==> config.mk <==
export PLATFORM = sky130hd
export DESIGN_NAME = icm_master
export DESIGN_NICKNAME = d
export VERILOG_FILES = /design/src/rtl/icm_pkg.sv /design/src/rtl/icm_master.sv
export VERILOG_INCLUDE_DIRS = /design/src /design/src/rtl
export SDC_FILE = /design/constraint.sdc
export NUM_CORES = 1
export LEC_CHECK = 0
export BUFFER_PORTS_ARGS = -buffer_cell sky130_fd_sc_hd__buf_2
export CORE_ASPECT_RATIO = 0.6
export CORE_UTILIZATION = 60
export CTS_BUF_LIST = sky130_fd_sc_hd__clkbuf_16
export DETAILED_ROUTE_END_ITERATION = 16
export GPL_TIMING_DRIVEN = 0
export PLACE_DENSITY = 0.93
export SYNTH_ARGS = -nofsm -noshare
export SYNTH_HDL_FRONTEND = slang
export SYNTH_SLANG_ARGS = --single-unit
==> constraint.sdc <==
create_clock -name ref_clk -period 4.9 [get_ports ref_clk]
set_input_delay 0.245 -clock ref_clk [delete_from_list [all_inputs] [get_ports ref_clk]]
set_output_delay 0.245 -clock ref_clk [all_outputs]
set_load 0.02 [all_outputs]
==> src/rtl/icm_params.svh <==
// Purpose: constants of the I2C master interrupt and bus-condition block
// Assumes: 10 MHz ref_clk, AXI4-Lite with 32-bit data
// Notes: offsets are byte addresses of aligned words
`ifndef ICM_PARAMS_SVH
`define ICM_PARAMS_SVH
// ----------------------------------------
// Register offsets
// ----------------------------------------
`define ICM_OFF_DATA 4'h0
`define ICM_OFF_STAT 4'h4
`define ICM_OFF_CTRL 4'h8
`define ICM_OFF_DIV 4'hc
// ----------------------------------------
// Control bits
// ----------------------------------------
`define ICM_CTL_START 0
`define ICM_CTL_STOP 1
`define ICM_CTL_TXIE 2
`define ICM_CTL_NAK 3
`define ICM_CTL_TENBIT 4
// ----------------------------------------
// Status bits
// ----------------------------------------
`define ICM_ST_NAK 0
`define ICM_ST_TXI 1
`define ICM_ST_RXI 2
`define ICM_ST_TDRE 3
`define ICM_ST_RD 4
`define ICM_ST_BUSY 5
`define ICM_ST_ACK 6
// ----------------------------------------
// Timing and responses
// ----------------------------------------
`define ICM_DIV_RESET 8'h04
`define ICM_RESP_OKAY 2'b00
`define ICM_RESP_SLVERR 2'b10
`define ICM_BIT_LAST 3'h7
`endif

==> src/rtl/icm_pkg.sv <==
// Purpose: types of the I2C master interrupt and bus-condition block
// Assumes: nothing beyond the constants header
// Notes: bus phase enum is one-hot
package icm_pkg;
  typedef enum logic [7:0] {
    ICM_IDLE = 8'b0000_0001,
    ICM_START = 8'b0000_0010,
    ICM_SEND = 8'b0000_0100,
    ICM_GETACK = 8'b0000_1000,
    ICM_RECV = 8'b0001_0000,
    ICM_PUTACK = 8'b0010_0000,
    ICM_STOP = 8'b0100_0000,
    ICM_HOLD = 8'b1000_0000
  } icm_phase_e;

  typedef struct packed {
    icm_phase_e phase;
    logic [1:0] qtr;
    logic [7:0] cnt;
    logic [7:0] div;
    logic [2:0] bitn;
    logic [7:0] shift;
    logic shift_full;
    logic [7:0] data;
    logic data_full;
    logic [7:0] rxdata;
    logic [4:0] ctrl;
    logic nak;
    logic rxi;
    logic rd;
    logic ack;
    logic first_addr;
    logic sda_oe;
    logic scl_oe;
    logic [1:0] sda_sy;
    logic [1:0] scl_sy;
    logic aw_ok;
    logic [3:0] aw_addr;
    logic w_ok;
    logic [31:0] w_data;
    logic bvalid;
    logic [1:0] bresp;
    logic rvalid;
    logic [31:0] rdata;
    logic [1:0] rresp;
  } icm_state_s;
endpackage

==> src/rtl/icm_master.sv <==
// Purpose: I2C master interrupt sources and start/stop condition logic
// Assumes: open-drain SDA/SCL, output enable pulls the wire low
// Notes: registers reached over AXI4-Lite; bus pins synchronised in two stages
// Notes on behaviour
// RULE_01 - Three interrupt sources exist: transmit, receive, not-acknowledge.
// RULE_02 - Not-acknowledge flag rises on NAK received or sent with start/stop set.
// RULE_03 - NAK sets status bit 0; only setting start or stop clears it.
// RULE_04 - Pending NAK suspends all bus activity until cleared.
// RULE_05 - Software checks the NAK source before any other source.
// RULE_06 - Receive flag rises after a full byte; data register read clears it.
// RULE_07 - Pending receive flag stalls all further bus action.
// RULE_08 - Transmit flag only with enable set and data register empty.
// RULE_09 - Idle controller requests transmit when enabled and data empty.
// RULE_10 - Start set with no shift or data content requests transmit.
// RULE_11 - First address bit out with read bit low requests transmit.
// RULE_12 - First bit of a ten-bit address out requests transmit.
// RULE_13 - First bit of each write data byte out requests transmit.
// RULE_14 - Any data register write clears a pending transmit flag.
// RULE_15 - The controller initiates transfers and drives every start and stop.
// RULE_16 - Start: SDA falls while SCL is high.
// RULE_17 - Stop: SDA rises in the middle of SCL high.
// RULE_18 - SDA changes mid SCL low and is sampled mid SCL high.
// RULE_19 - Software sets start or stop to begin or end a transfer.
// RULE_20 - Slave not-acknowledge in the ack slot leads to a stop.
// RULE_21 - Stop is sent when no more data or stop bit is set.
// RULE_22 - Bus halts while a slave holds SCL low.
// RULE_23 - Start and stop bits clear themselves once the condition is made.
//
// The AXI4-Lite register port and the register offsets were left to the implementer.
`timescale 1ns/1ns
`include "icm_params.svh"

module icm_master
  import icm_pkg::*;
(
  // Clock and reset
  input wire logic ref_clk,
  input wire logic rst,
  // AXI4-Lite write address and data
  input wire logic [3:0] s_axi_awaddr,
  input wire logic s_axi_awvalid,
  output logic s_axi_awready,
  input wire logic [31:0] s_axi_wdata,
  input wire logic [3:0] s_axi_wstrb,
  input wire logic s_axi_wvalid,
  output logic s_axi_wready,
  // AXI4-Lite write response
  output logic [1:0] s_axi_bresp,
  output logic s_axi_bvalid,
  input wire logic s_axi_bready,
  // AXI4-Lite read
  input wire logic [3:0] s_axi_araddr,
  input wire logic s_axi_arvalid,
  output logic s_axi_arready,
  output logic [31:0] s_axi_rdata,
  output logic [1:0] s_axi_rresp,
  output logic s_axi_rvalid,
  input wire logic s_axi_rready,
  // I2C pins, open drain
  input wire logic sda_i,
  output logic sda_o,
  output logic sda_oe,
  input wire logic scl_i,
  output logic scl_o,
  output logic scl_oe,
  // Interrupt source levels
  output logic tx_irq,
  output logic rx_irq,
  output logic nak_irq
);

  icm_state_s s_r;
  icm_state_s s_nxt;
  logic transmit_irq_enable;
  logic sda_s;
  logic scl_s;
  logic tick;
  logic wr_go;
  logic rd_go;
  logic [31:0] rd_val;
  logic [7:0] stat;

  // Synchronised pins: only the second stage is read
  assign sda_s = s_r.sda_sy[1];
  assign scl_s = s_r.scl_sy[1];

  // Transmit request, combinational over state; enable and empty gate all
  always_comb begin
    transmit_irq_enable = 1'b0;
    if (s_r.phase == ICM_IDLE && !s_r.ctrl[`ICM_CTL_START]) begin
      transmit_irq_enable = 1'b1; // see RULE_09
    end else if (s_r.ctrl[`ICM_CTL_START] && !s_r.shift_full) begin
      transmit_irq_enable = 1'b1; // see RULE_10
    end else if (s_r.phase == ICM_SEND && s_r.bitn != `ICM_BIT_LAST) begin
      // Past the first bit of an address or write byte
      if (s_r.first_addr) begin
        transmit_irq_enable = !s_r.rd || s_r.ctrl[`ICM_CTL_TENBIT]; // see RULE_11 see RULE_12
      end else begin
        transmit_irq_enable = !s_r.rd; // see RULE_13
      end
    end
    transmit_irq_enable = transmit_irq_enable && s_r.ctrl[`ICM_CTL_TXIE] && !s_r.data_full; // see RULE_08
  end

  // Status word
  always_comb begin
    stat = 8'h00;
    stat[`ICM_ST_NAK] = s_r.nak; // see RULE_03
    stat[`ICM_ST_TXI] = transmit_irq_enable;
    stat[`ICM_ST_RXI] = s_r.rxi;
    stat[`ICM_ST_TDRE] = !s_r.data_full;
    stat[`ICM_ST_RD] = s_r.rd;
    stat[`ICM_ST_BUSY] = s_r.phase != ICM_IDLE;
    stat[`ICM_ST_ACK] = s_r.ack;
  end

  // Quarter-bit tick; a slave holding SCL low stretches the high quarters
  assign tick = (s_r.cnt == 8'h00) &&
                !(s_r.qtr[1] && !scl_s); // see RULE_22

  assign wr_go = s_r.aw_ok && s_r.w_ok && !s_r.bvalid;
  assign rd_go = s_axi_arvalid && !s_r.rvalid;

  // Read decode
  always_comb begin
    rd_val = 32'h0000_0000;
    if (s_axi_araddr == `ICM_OFF_DATA) begin
      rd_val = {24'h00_0000, s_r.rxdata};
    end else if (s_axi_araddr == `ICM_OFF_STAT) begin
      rd_val = {24'h00_0000, stat};
    end else if (s_axi_araddr == `ICM_OFF_CTRL) begin
      rd_val = {27'h000_0000, s_r.ctrl};
    end else if (s_axi_araddr == `ICM_OFF_DIV) begin
      rd_val = {24'h00_0000, s_r.div};
    end
  end

  // ----------------------------------------
  // Next state
  // ----------------------------------------
  always_comb begin
    s_nxt = s_r;
    s_nxt.sda_sy = {s_r.sda_sy[0], sda_i};
    s_nxt.scl_sy = {s_r.scl_sy[0], scl_i};
    s_nxt.cnt = (s_r.cnt == 8'h00) ? (tick ? s_r.div : 8'h00) : s_r.cnt - 8'h01;

    // Bus side; NAK or unread byte freezes the sequencer
    if (tick && !s_r.nak && !s_r.rxi) begin // see RULE_04 see RULE_07
      s_nxt.qtr = s_r.qtr + 2'h1;
      case (s_r.phase)
        ICM_IDLE: begin
          s_nxt.qtr = 2'h0;
          s_nxt.sda_oe = 1'b0;
          s_nxt.scl_oe = 1'b0;
          if (s_r.ctrl[`ICM_CTL_START] && s_r.data_full) begin // see RULE_15
            s_nxt.phase = ICM_START;
            s_nxt.qtr = 2'h2;
          end
        end
        ICM_START: begin
          // Quarter 2: SCL high, pull SDA; quarter 3: drop SCL
          if (s_r.qtr == 2'h2) begin
            s_nxt.sda_oe = 1'b1; // see RULE_16
          end else if (s_r.qtr == 2'h3) begin
            s_nxt.scl_oe = 1'b1;
            s_nxt.shift = s_r.data;
            s_nxt.shift_full = 1'b1;
            s_nxt.data_full = 1'b0;
            s_nxt.rd = s_r.data[0];
            s_nxt.first_addr = 1'b1;
            s_nxt.bitn = `ICM_BIT_LAST;
            s_nxt.ctrl[`ICM_CTL_START] = 1'b0; // see RULE_23
            s_nxt.phase = ICM_SEND;
          end
        end
        ICM_SEND, ICM_PUTACK: begin
          // Drive mid low, release SCL, drop it after the high half
          if (s_r.qtr == 2'h0) begin
            s_nxt.sda_oe = (s_r.phase == ICM_SEND) ? !s_r.shift[7] // see RULE_18
                                                   : !s_r.ctrl[`ICM_CTL_NAK];
          end else if (s_r.qtr == 2'h1) begin
            s_nxt.scl_oe = 1'b0;
          end else if (s_r.qtr == 2'h3) begin
            s_nxt.scl_oe = 1'b1;
            if (s_r.phase == ICM_PUTACK) begin
              s_nxt.phase = ICM_RECV;
              s_nxt.bitn = `ICM_BIT_LAST;
              if (s_r.ctrl[`ICM_CTL_NAK] &&
                  (s_r.ctrl[`ICM_CTL_START] || s_r.ctrl[`ICM_CTL_STOP])) begin
                s_nxt.nak = 1'b1; // see RULE_02
              end
              if (s_r.ctrl[`ICM_CTL_NAK] || s_r.ctrl[`ICM_CTL_STOP]) begin
                s_nxt.phase = ICM_STOP;
              end
            end else begin
              s_nxt.shift = {s_r.shift[6:0], 1'b0};
              s_nxt.bitn = s_r.bitn - 3'h1;
              if (s_r.bitn == 3'h0) begin
                s_nxt.phase = ICM_GETACK;
              end
            end
          end
        end
        ICM_GETACK, ICM_RECV: begin
          if (s_r.qtr == 2'h0) begin
            s_nxt.sda_oe = 1'b0;
          end else if (s_r.qtr == 2'h1) begin
            s_nxt.scl_oe = 1'b0;
          end else if (s_r.qtr == 2'h2) begin
            // Sample mid SCL high
            if (s_r.phase == ICM_GETACK) begin
              s_nxt.ack = !sda_s; // see RULE_18
            end else begin
              s_nxt.shift = {s_r.shift[6:0], sda_s};
            end
          end else begin
            s_nxt.scl_oe = 1'b1;
            if (s_r.phase == ICM_RECV) begin
              s_nxt.bitn = s_r.bitn - 3'h1;
              if (s_r.bitn == 3'h0) begin
                s_nxt.rxdata = s_r.shift;
                s_nxt.rxi = 1'b1; // see RULE_06
                s_nxt.phase = ICM_PUTACK;
              end
            end else if (!s_r.ack) begin
              s_nxt.nak = 1'b1; // see RULE_02
              s_nxt.phase = ICM_STOP; // see RULE_20
            end else if (s_r.rd && !s_r.ctrl[`ICM_CTL_TENBIT]) begin
              s_nxt.first_addr = 1'b0;
              s_nxt.shift_full = 1'b0;
              s_nxt.bitn = `ICM_BIT_LAST;
              s_nxt.phase = ICM_RECV;
            end else if (s_r.ctrl[`ICM_CTL_STOP] || !s_r.data_full) begin
              s_nxt.shift_full = 1'b0;
              s_nxt.phase = ICM_STOP; // see RULE_21
            end else begin
              s_nxt.shift = s_r.data;
              s_nxt.data_full = 1'b0;
              s_nxt.first_addr = 1'b0;
              s_nxt.ctrl[`ICM_CTL_TENBIT] = 1'b0;
              s_nxt.bitn = `ICM_BIT_LAST;
              s_nxt.phase = ICM_SEND;
            end
          end
        end
        ICM_STOP: begin
          // Pull SDA mid low, release SCL, release SDA mid high
          if (s_r.qtr == 2'h0) begin
            s_nxt.sda_oe = 1'b1;
          end else if (s_r.qtr == 2'h1) begin
            s_nxt.scl_oe = 1'b0;
          end else if (s_r.qtr == 2'h2) begin
            s_nxt.sda_oe = 1'b0; // see RULE_17
            s_nxt.phase = ICM_HOLD;
          end
        end
        default: begin
          // Bus free time before the next start
          if (s_r.qtr == 2'h3) begin
            s_nxt.ctrl[`ICM_CTL_STOP] = 1'b0; // see RULE_23
            s_nxt.shift_full = 1'b0;
            s_nxt.phase = ICM_IDLE;
          end
        end
      endcase
    end

    // Write channel
    if (s_axi_awvalid && !s_r.aw_ok) begin
      s_nxt.aw_ok = 1'b1;
      s_nxt.aw_addr = s_axi_awaddr;
    end
    if (s_axi_wvalid && !s_r.w_ok) begin
      s_nxt.w_ok = 1'b1;
      s_nxt.w_data = s_axi_wdata;
    end
    if (wr_go) begin
      s_nxt.aw_ok = 1'b0;
      s_nxt.w_ok = 1'b0;
      s_nxt.bvalid = 1'b1;
      s_nxt.bresp = `ICM_RESP_OKAY;
      if (s_r.aw_addr == `ICM_OFF_DATA) begin
        s_nxt.data = s_r.w_data[7:0];
        s_nxt.data_full = 1'b1; // see RULE_14
      end else if (s_r.aw_addr == `ICM_OFF_CTRL) begin
        s_nxt.ctrl = s_r.w_data[4:0];
        if (s_r.w_data[`ICM_CTL_START] || s_r.w_data[`ICM_CTL_STOP]) begin
          // Sequencer only runs with no NAK pending, so a fresh NAK survives
          s_nxt.nak = s_nxt.nak && !s_r.nak; // see RULE_03 see RULE_19
        end
      end else if (s_r.aw_addr == `ICM_OFF_DIV) begin
        s_nxt.div = s_r.w_data[7:0];
      end else if (s_r.aw_addr != `ICM_OFF_STAT) begin
        s_nxt.bresp = `ICM_RESP_SLVERR;
      end
    end
    if (s_r.bvalid && s_axi_bready) begin
      s_nxt.bvalid = 1'b0;
    end

    // Read channel; a data read clears the receive flag
    if (rd_go) begin
      s_nxt.rvalid = 1'b1;
      s_nxt.rdata = rd_val;
      s_nxt.rresp = (s_axi_araddr > `ICM_OFF_DIV || s_axi_araddr[1:0] != 2'b00) ?
                    `ICM_RESP_SLVERR : `ICM_RESP_OKAY;
      if (s_axi_araddr == `ICM_OFF_DATA) begin
        // A byte completing in this same cycle keeps its flag
        s_nxt.rxi = s_nxt.rxi && !s_r.rxi; // see RULE_06
      end
    end
    if (s_r.rvalid && s_axi_rready) begin
      s_nxt.rvalid = 1'b0;
    end
  end

  // State register
  always_ff @(posedge ref_clk) begin
    if (rst) begin
      s_r <= '0;
      s_r.phase <= ICM_IDLE;
      s_r.div <= `ICM_DIV_RESET;
      s_r.sda_sy <= 2'b11;
      s_r.scl_sy <= 2'b11;
    end else begin
      s_r <= s_nxt;
    end
  end

  // ----------------------------------------
  // Outputs
  // ----------------------------------------
  assign s_axi_awready = !s_r.aw_ok;
  assign s_axi_wready = !s_r.w_ok;
  assign s_axi_bvalid = s_r.bvalid;
  assign s_axi_bresp = s_r.bresp;
  assign s_axi_arready = !s_r.rvalid;
  assign s_axi_rvalid = s_r.rvalid;
  assign s_axi_rdata = s_r.rdata;
  assign s_axi_rresp = s_r.rresp;
  assign sda_o = 1'b0;
  assign scl_o = 1'b0;
  assign sda_oe = s_r.sda_oe;
  assign scl_oe = s_r.scl_oe;
  // Three separate sources; software polls NAK first
  assign nak_irq = s_r.nak; // see RULE_01 see RULE_05
  assign rx_irq = s_r.rxi;
  assign tx_irq = transmit_irq_enable;

endmodule

# == After elaboration in Yosys (flattened, before gate mapping) ==
# Cells that the tools add are included.
# totals
regBits,123
out_inout_bits,48
wordCells,314
# op_classes
addsub,3
magnitude_cmp,1
n_eq_ne,51
mux,149
bitwise_logic,6
reduce_logical,74
# ops
operator,n
2-to-1 mux 8 bit,30
2-to-1 mux 11 bit,12
2-to-1 mux 1 bit,67
2-to-1 mux 12 bit,5
2-to-1 mux 10 bit,5
one-hot mux 8 bit (5 select lines),1
inequality test 3 bit (second input constant),13
inequality test 2 bit (second input constant),18
one-hot mux 11 bit (3 select lines),1
2-to-1 mux 9 bit,3
2-to-1 mux 2 bit,11
logical AND 1 bit,21
2-to-1 mux 6 bit,3
== test 4 bit (second input constant),4
logical NOT 1 bit,16
AND reduction 16 bit,1
AND reduction 15 bit,1
2-to-1 mux 7 bit,2
AND reduction 7 bit,2
2-to-1 mux 3 bit,4
AND reduction 12 bit,1
AND reduction 11 bit,1
one-hot mux 2 bit (5 select lines),1
AND reduction 10 bit,1
other kinds (39),60

# == Logic depth before layout (Yosys ltp) ==
# depth
depth_word,18
depth_mapped,10
mapped_depth_nobuf,8

# == Worst setup path after synthesis ==
# OpenSTA, ideal clock, no wires.
# synth_timing
path_type,flip-flop to flip-flop
start,reg s_r[129] (netlist name)
end,reg s_r[92] (netlist name)
arrival_ps,2164
path_slack_ps,2609
path_stages_with_launch,11
n_path_buf,2
path_cell_list,dfxtp_1 -> inv_1 -> ha_1 -> nor3b_1 -> and4_1 -> clkbuf_1 -> nand2_1 -> or4_1 -> buf_2 -> mux2i_1 -> nor2_1
# synth_via
elab_chain_len,5
# synth_lines
element,line,text
start: declaration,icm_master.sv:72,icm_state_s s_r;
start signal: assignment,icm_master.sv:326,s_r <= s_nxt;
logical NOT 8 bit,icm_master.sv:118,assign tick = (s_r.cnt == 8'h00) &&
logical AND 1 bit,icm_master.sv:118,
logical AND 1 bit (2 in series),icm_master.sv:148,if (tick && !s_r.nak && !s_r.rxi) begin
AND reduction 7 bit (no source line),--,
# Every way passes these cells.
# A chain may end at the register's enable or synchronous reset.

# == Worst setup path in the final report ==
# layout_timing
start,reg s_r[144] (netlist name)
end,out tx_irq
# layout_via
elab_chain_len,7
elab_cells_between_ends,9
classes_between,eq/ne (2); mux (3); reduce/logical (4)
# layout_lines
element,line,text
== test 8 x 3 -> 1 bit,icm_master.sv:94,end else if (s_r.phase == ICM_SEND && s_r.bitn != `ICM_BIT_LAST) begin
logical AND 1 bit (no source line),--,
2-to-1 mux 1 bit,icm_master.sv:94,
2-to-1 mux 1 bit,icm_master.sv:92,end else if (s_r.ctrl[`ICM_CTL_START] && !s_r.shift_full) begin
2-to-1 mux 1 bit (*),icm_master.sv:90,if (s_r.phase == ICM_IDLE && !s_r.ctrl[`ICM_CTL_START]) begin
logical AND 1 bit (*) (2 in series),icm_master.sv:102,transmit_irq_enable = transmit_irq_enable && s_r.ctrl[`ICM_CTL_TXIE] && !s_r.data_full;
end: declaration,icm_master.sv:67,"output logic tx_irq,"
# Mark *: on every way between the ends. The rest lies on a longest branch, timed or not.

==> results.md <==
- Status: complete, no violations
- FFs w/ async S/R, synth: 0%
- RSZ-0062 raised after global routing: false
- Core Area: 0.00862 mm²
- CP required: 4660 ps
- LEAKAGE: 2.57 nW
- CP peak stage delay: 580 ps
- Total GRT Usage: 36.3%
- Starting Density: 62.6%
- Critical Path Most Common Cell: buf_2
- Antenna fix cells: 0
- Largest delay share family, worst path: simple AND/OR/NAND/NOR gates
- Clock Tree Buf Depth: 2
- Top_reg_cell synth: dfxtp_1
- DR iter-0 viols: 881
- Fraction of layout cells with a size suffix above 1: 18.2%
- Htree depth: 3
- Layout area overhead: 13.6%
- Via/cell ratio: 6.34
- GR Overflow Total: 0
- Resized cells post-CTS: 0
- Die extent in x: 124 µm
- Clk slew on worst S/H paths: 70 ps
- Setup WS post-layout: 1710 ps
- Setup TNS: 0 ps
- IO Count: 101
- DRC viols: 0
- Unique masters post-synth: 69
- Max-cap violations: 0
- Largest reg by FF count: s_r
- # fillers: 656
- Number of global-route vias before repair: 4701
- Hold crit path type: in -> reg
- Post-CTS Repair Setup Buffers: 0
- Post-place setup slack: 2040 ps
- CTS sink cnt: 97
- Critical Path Sink Type: primary output
- TritonRoute pass-1 iters: 7
- Global-route wire length before repair: 25.8 mm
- TritonCTS clock tree: done
- Most common cell after layout, fill and taps aside: dfxtp_1
- Sw frac: 36.6%
- CP Cell Sequence: buf_2 -> nor4_2 -> buf_2 -> nand3_1 -> a221oi_1 -> nor2_1 -> nor2_1 -> buf_2
- I/O Buffers: 44
- # setup viols final: 0
- Max FO, Critical Path: 10
- Post-Syn Area: 0.00540 mm²
- Die Area: 0.00940 mm²
- Most frequent cells in the layout: dfxtp_1 (97), nor2_1 (91), buf_2 (52), mux2i_1 (50), nand2_1 (39)
- Max reg flops: 79
- Syn avg cell area: 8.32 µm²
- Final #Nets: 795
- Crit path time final: 3190 ps
- Via count: 5380
- WS Path Type: reg -> out
- Final WL: 17.3 mm
- Buffers and inverters on the worst path: 3
- Worst-margin pin slew: 962 ps
- CTS Buf Count: 9
- Worst rel slew slack: 35.4%
- Comb power frac: 29.4%
- Synthesized flop and latch total: 97
- Largest net degree at the start of global routing: 17
- Pins Over Slew Limit: 0
- Skew final: 12.1 ps
- Worst IR drop on VDD: 0.000288 V
- Hold Vio Cnt, Final: 0
- Seq/Total Area, Yosys: 36.0%
- Ys Warns: 0
- Sw Pwr: 0.000817 W
- Hpwl dp: 12.9 mm
- Wire length per cell: 20.4 µm
- Hold bufs inserted after CTS: 0
- Worst path slowest cell: nor4_2
- Clock Power Share: 29.8%
- Register Area: 0.00194 mm²
- Period utilisation layout: 65.0%
- Post-DRT Antenna Nets: 0
- Die height: 75.5 µm
- Reg power frac: 40.8%
- Pint: 0.00141 W
- Worst Path Arrival: 2940 ps
- Initial antenna violation count: 0
- FF-to-FF setup slack: 1860 ps
- Startpoint types: flip-flop
- Post-Synthesis Cells: 649
- Fmax: 314 MHz
- Routability cong.: 0.993
- Root buffer cell: clkbuf_16
- Multi-input gate area: 0.00303 mm²
- Pwr Density: 364 mW/mm²
- Num rows: 26
- Skew-Pair Late Insertion Delay: 350 ps
- EDFF count, synth: 0
## cell usage after synthesis, drive strengths merged (4+ instances only)
cell type | number | area [µm²]
a21o | 4 | 30.0
nor4 | 7 | 65.1
or4 | 4 | 33.8
and3 | 4 | 25.0
mux2i | 50 | 500
inv | 17 | 63.8
o211ai | 5 | 42.5
or3 | 7 | 43.8
or2 | 5 | 31.3
clkbuf | 30 | 113
a31oi | 6 | 37.5
a221oi | 5 | 43.8
a22oi | 4 | 30.0
nor2 | 91 | 342
xor2 | 6 | 52.6
o21ai | 18 | 93.8
nand4 | 5 | 31.3
a21oi | 34 | 174
nand2 | 39 | 146
a211oi | 8 | 65.1
nand2b | 11 | 68.8
nand3 | 33 | 165
buf | 49 | 352
ha | 11 | 138
nor3 | 28 | 156
mux2 | 11 | 124
dfxtp | 97 | 1940
nor2b | 12 | 75.1
and4 | 5 | 46.3
## power groups by stage
stage	clock, W	combinational (W)	sequential (W)
floorplan	0	0.000460	0.000911
global placement	0	0.000595	0.000918
detailed placement	0	0.000622	0.000924
CTS	0.000658	0.000632	0.000907
global route	0.000683	0.000704	0.000912
finish	0.000665	0.000655	0.000911
## cells by family after synthesis
kind of cell,synth area share (%)
AND/OR/NAND/NOR,24.4
AO/OA/AOI/OAI,14.2
flip-flops,36.0
buffers and inverters,9.78
multiplexers,11.6
adder cells (fa/ha/maj),2.55
XOR/XNOR,1.46
other,0.0694
## worst register-to-register path, delay by kind of cell (launching register included)
family | cells | cell delay, ps
multiplexers | 1 | 280
flip-flops | 1 | 540
AND/OR/NAND/NOR | 2 | 540
buffers and inverters | 2 | 450
adder cells (fa/ha/maj) | 1 | 210
AO/OA/AOI/OAI | 3 | 890
## metrics by stage
stage	cells	util [%]	power, W	hold WS, ps	instance area [µm²]
after CTS	848	71.1	0.00220	85.2	6130
final	848	71.1	0.00223	84.4	6130
after detailed placement	832	68.0	0.00155	404	5860
after floorplan	676	-	0.00137	349	5500
after global placement	832	68.0	0.00151	396	5860
after global routing	848	71.1	0.00230	84.6	6130
## routing by layer
layer | vias to the layer above | share of wire, % | global-route usage, %
met5 | - | 0 | 0
met4 | 0 | 1.9 | 10.6
met3 | 55 | 14 | 11.4
met2 | 393 | 41 | 52.5
met1 | 2542 | 43 | 51.9
li1 | 2390 | - | -
## area by class of cell
cell class,count,share of cell area [%]
Multi-Input combinational cell,483,49.4
Sequential cell,97,31.7
Buffer,79,7.57
Clock buffer,9,3.67
Timing Repair Buffer,44,3.59
Tap cell,112,2.28
Inverter,17,1.04
Clock inverter,7,0.755
## worst paths after layout
check,from,end,depth (start not counted)
setup / recovery,s_r[144]$_SDFFE_PP0P_,tx_irq,8
hold / removal,scl_i,s_nxt[77]$_SDFF_PP1_,2
setup reg to reg,s_r[138]$_SDFFE_PP0N_,s_r[114]$_SDFFE_PP0P_,9
hold reg to reg,s_nxt[77]$_SDFF_PP1_,s_r[77]$_SDFF_PP1_,1
Note: power is estimated with default switching activity, not from simulation.
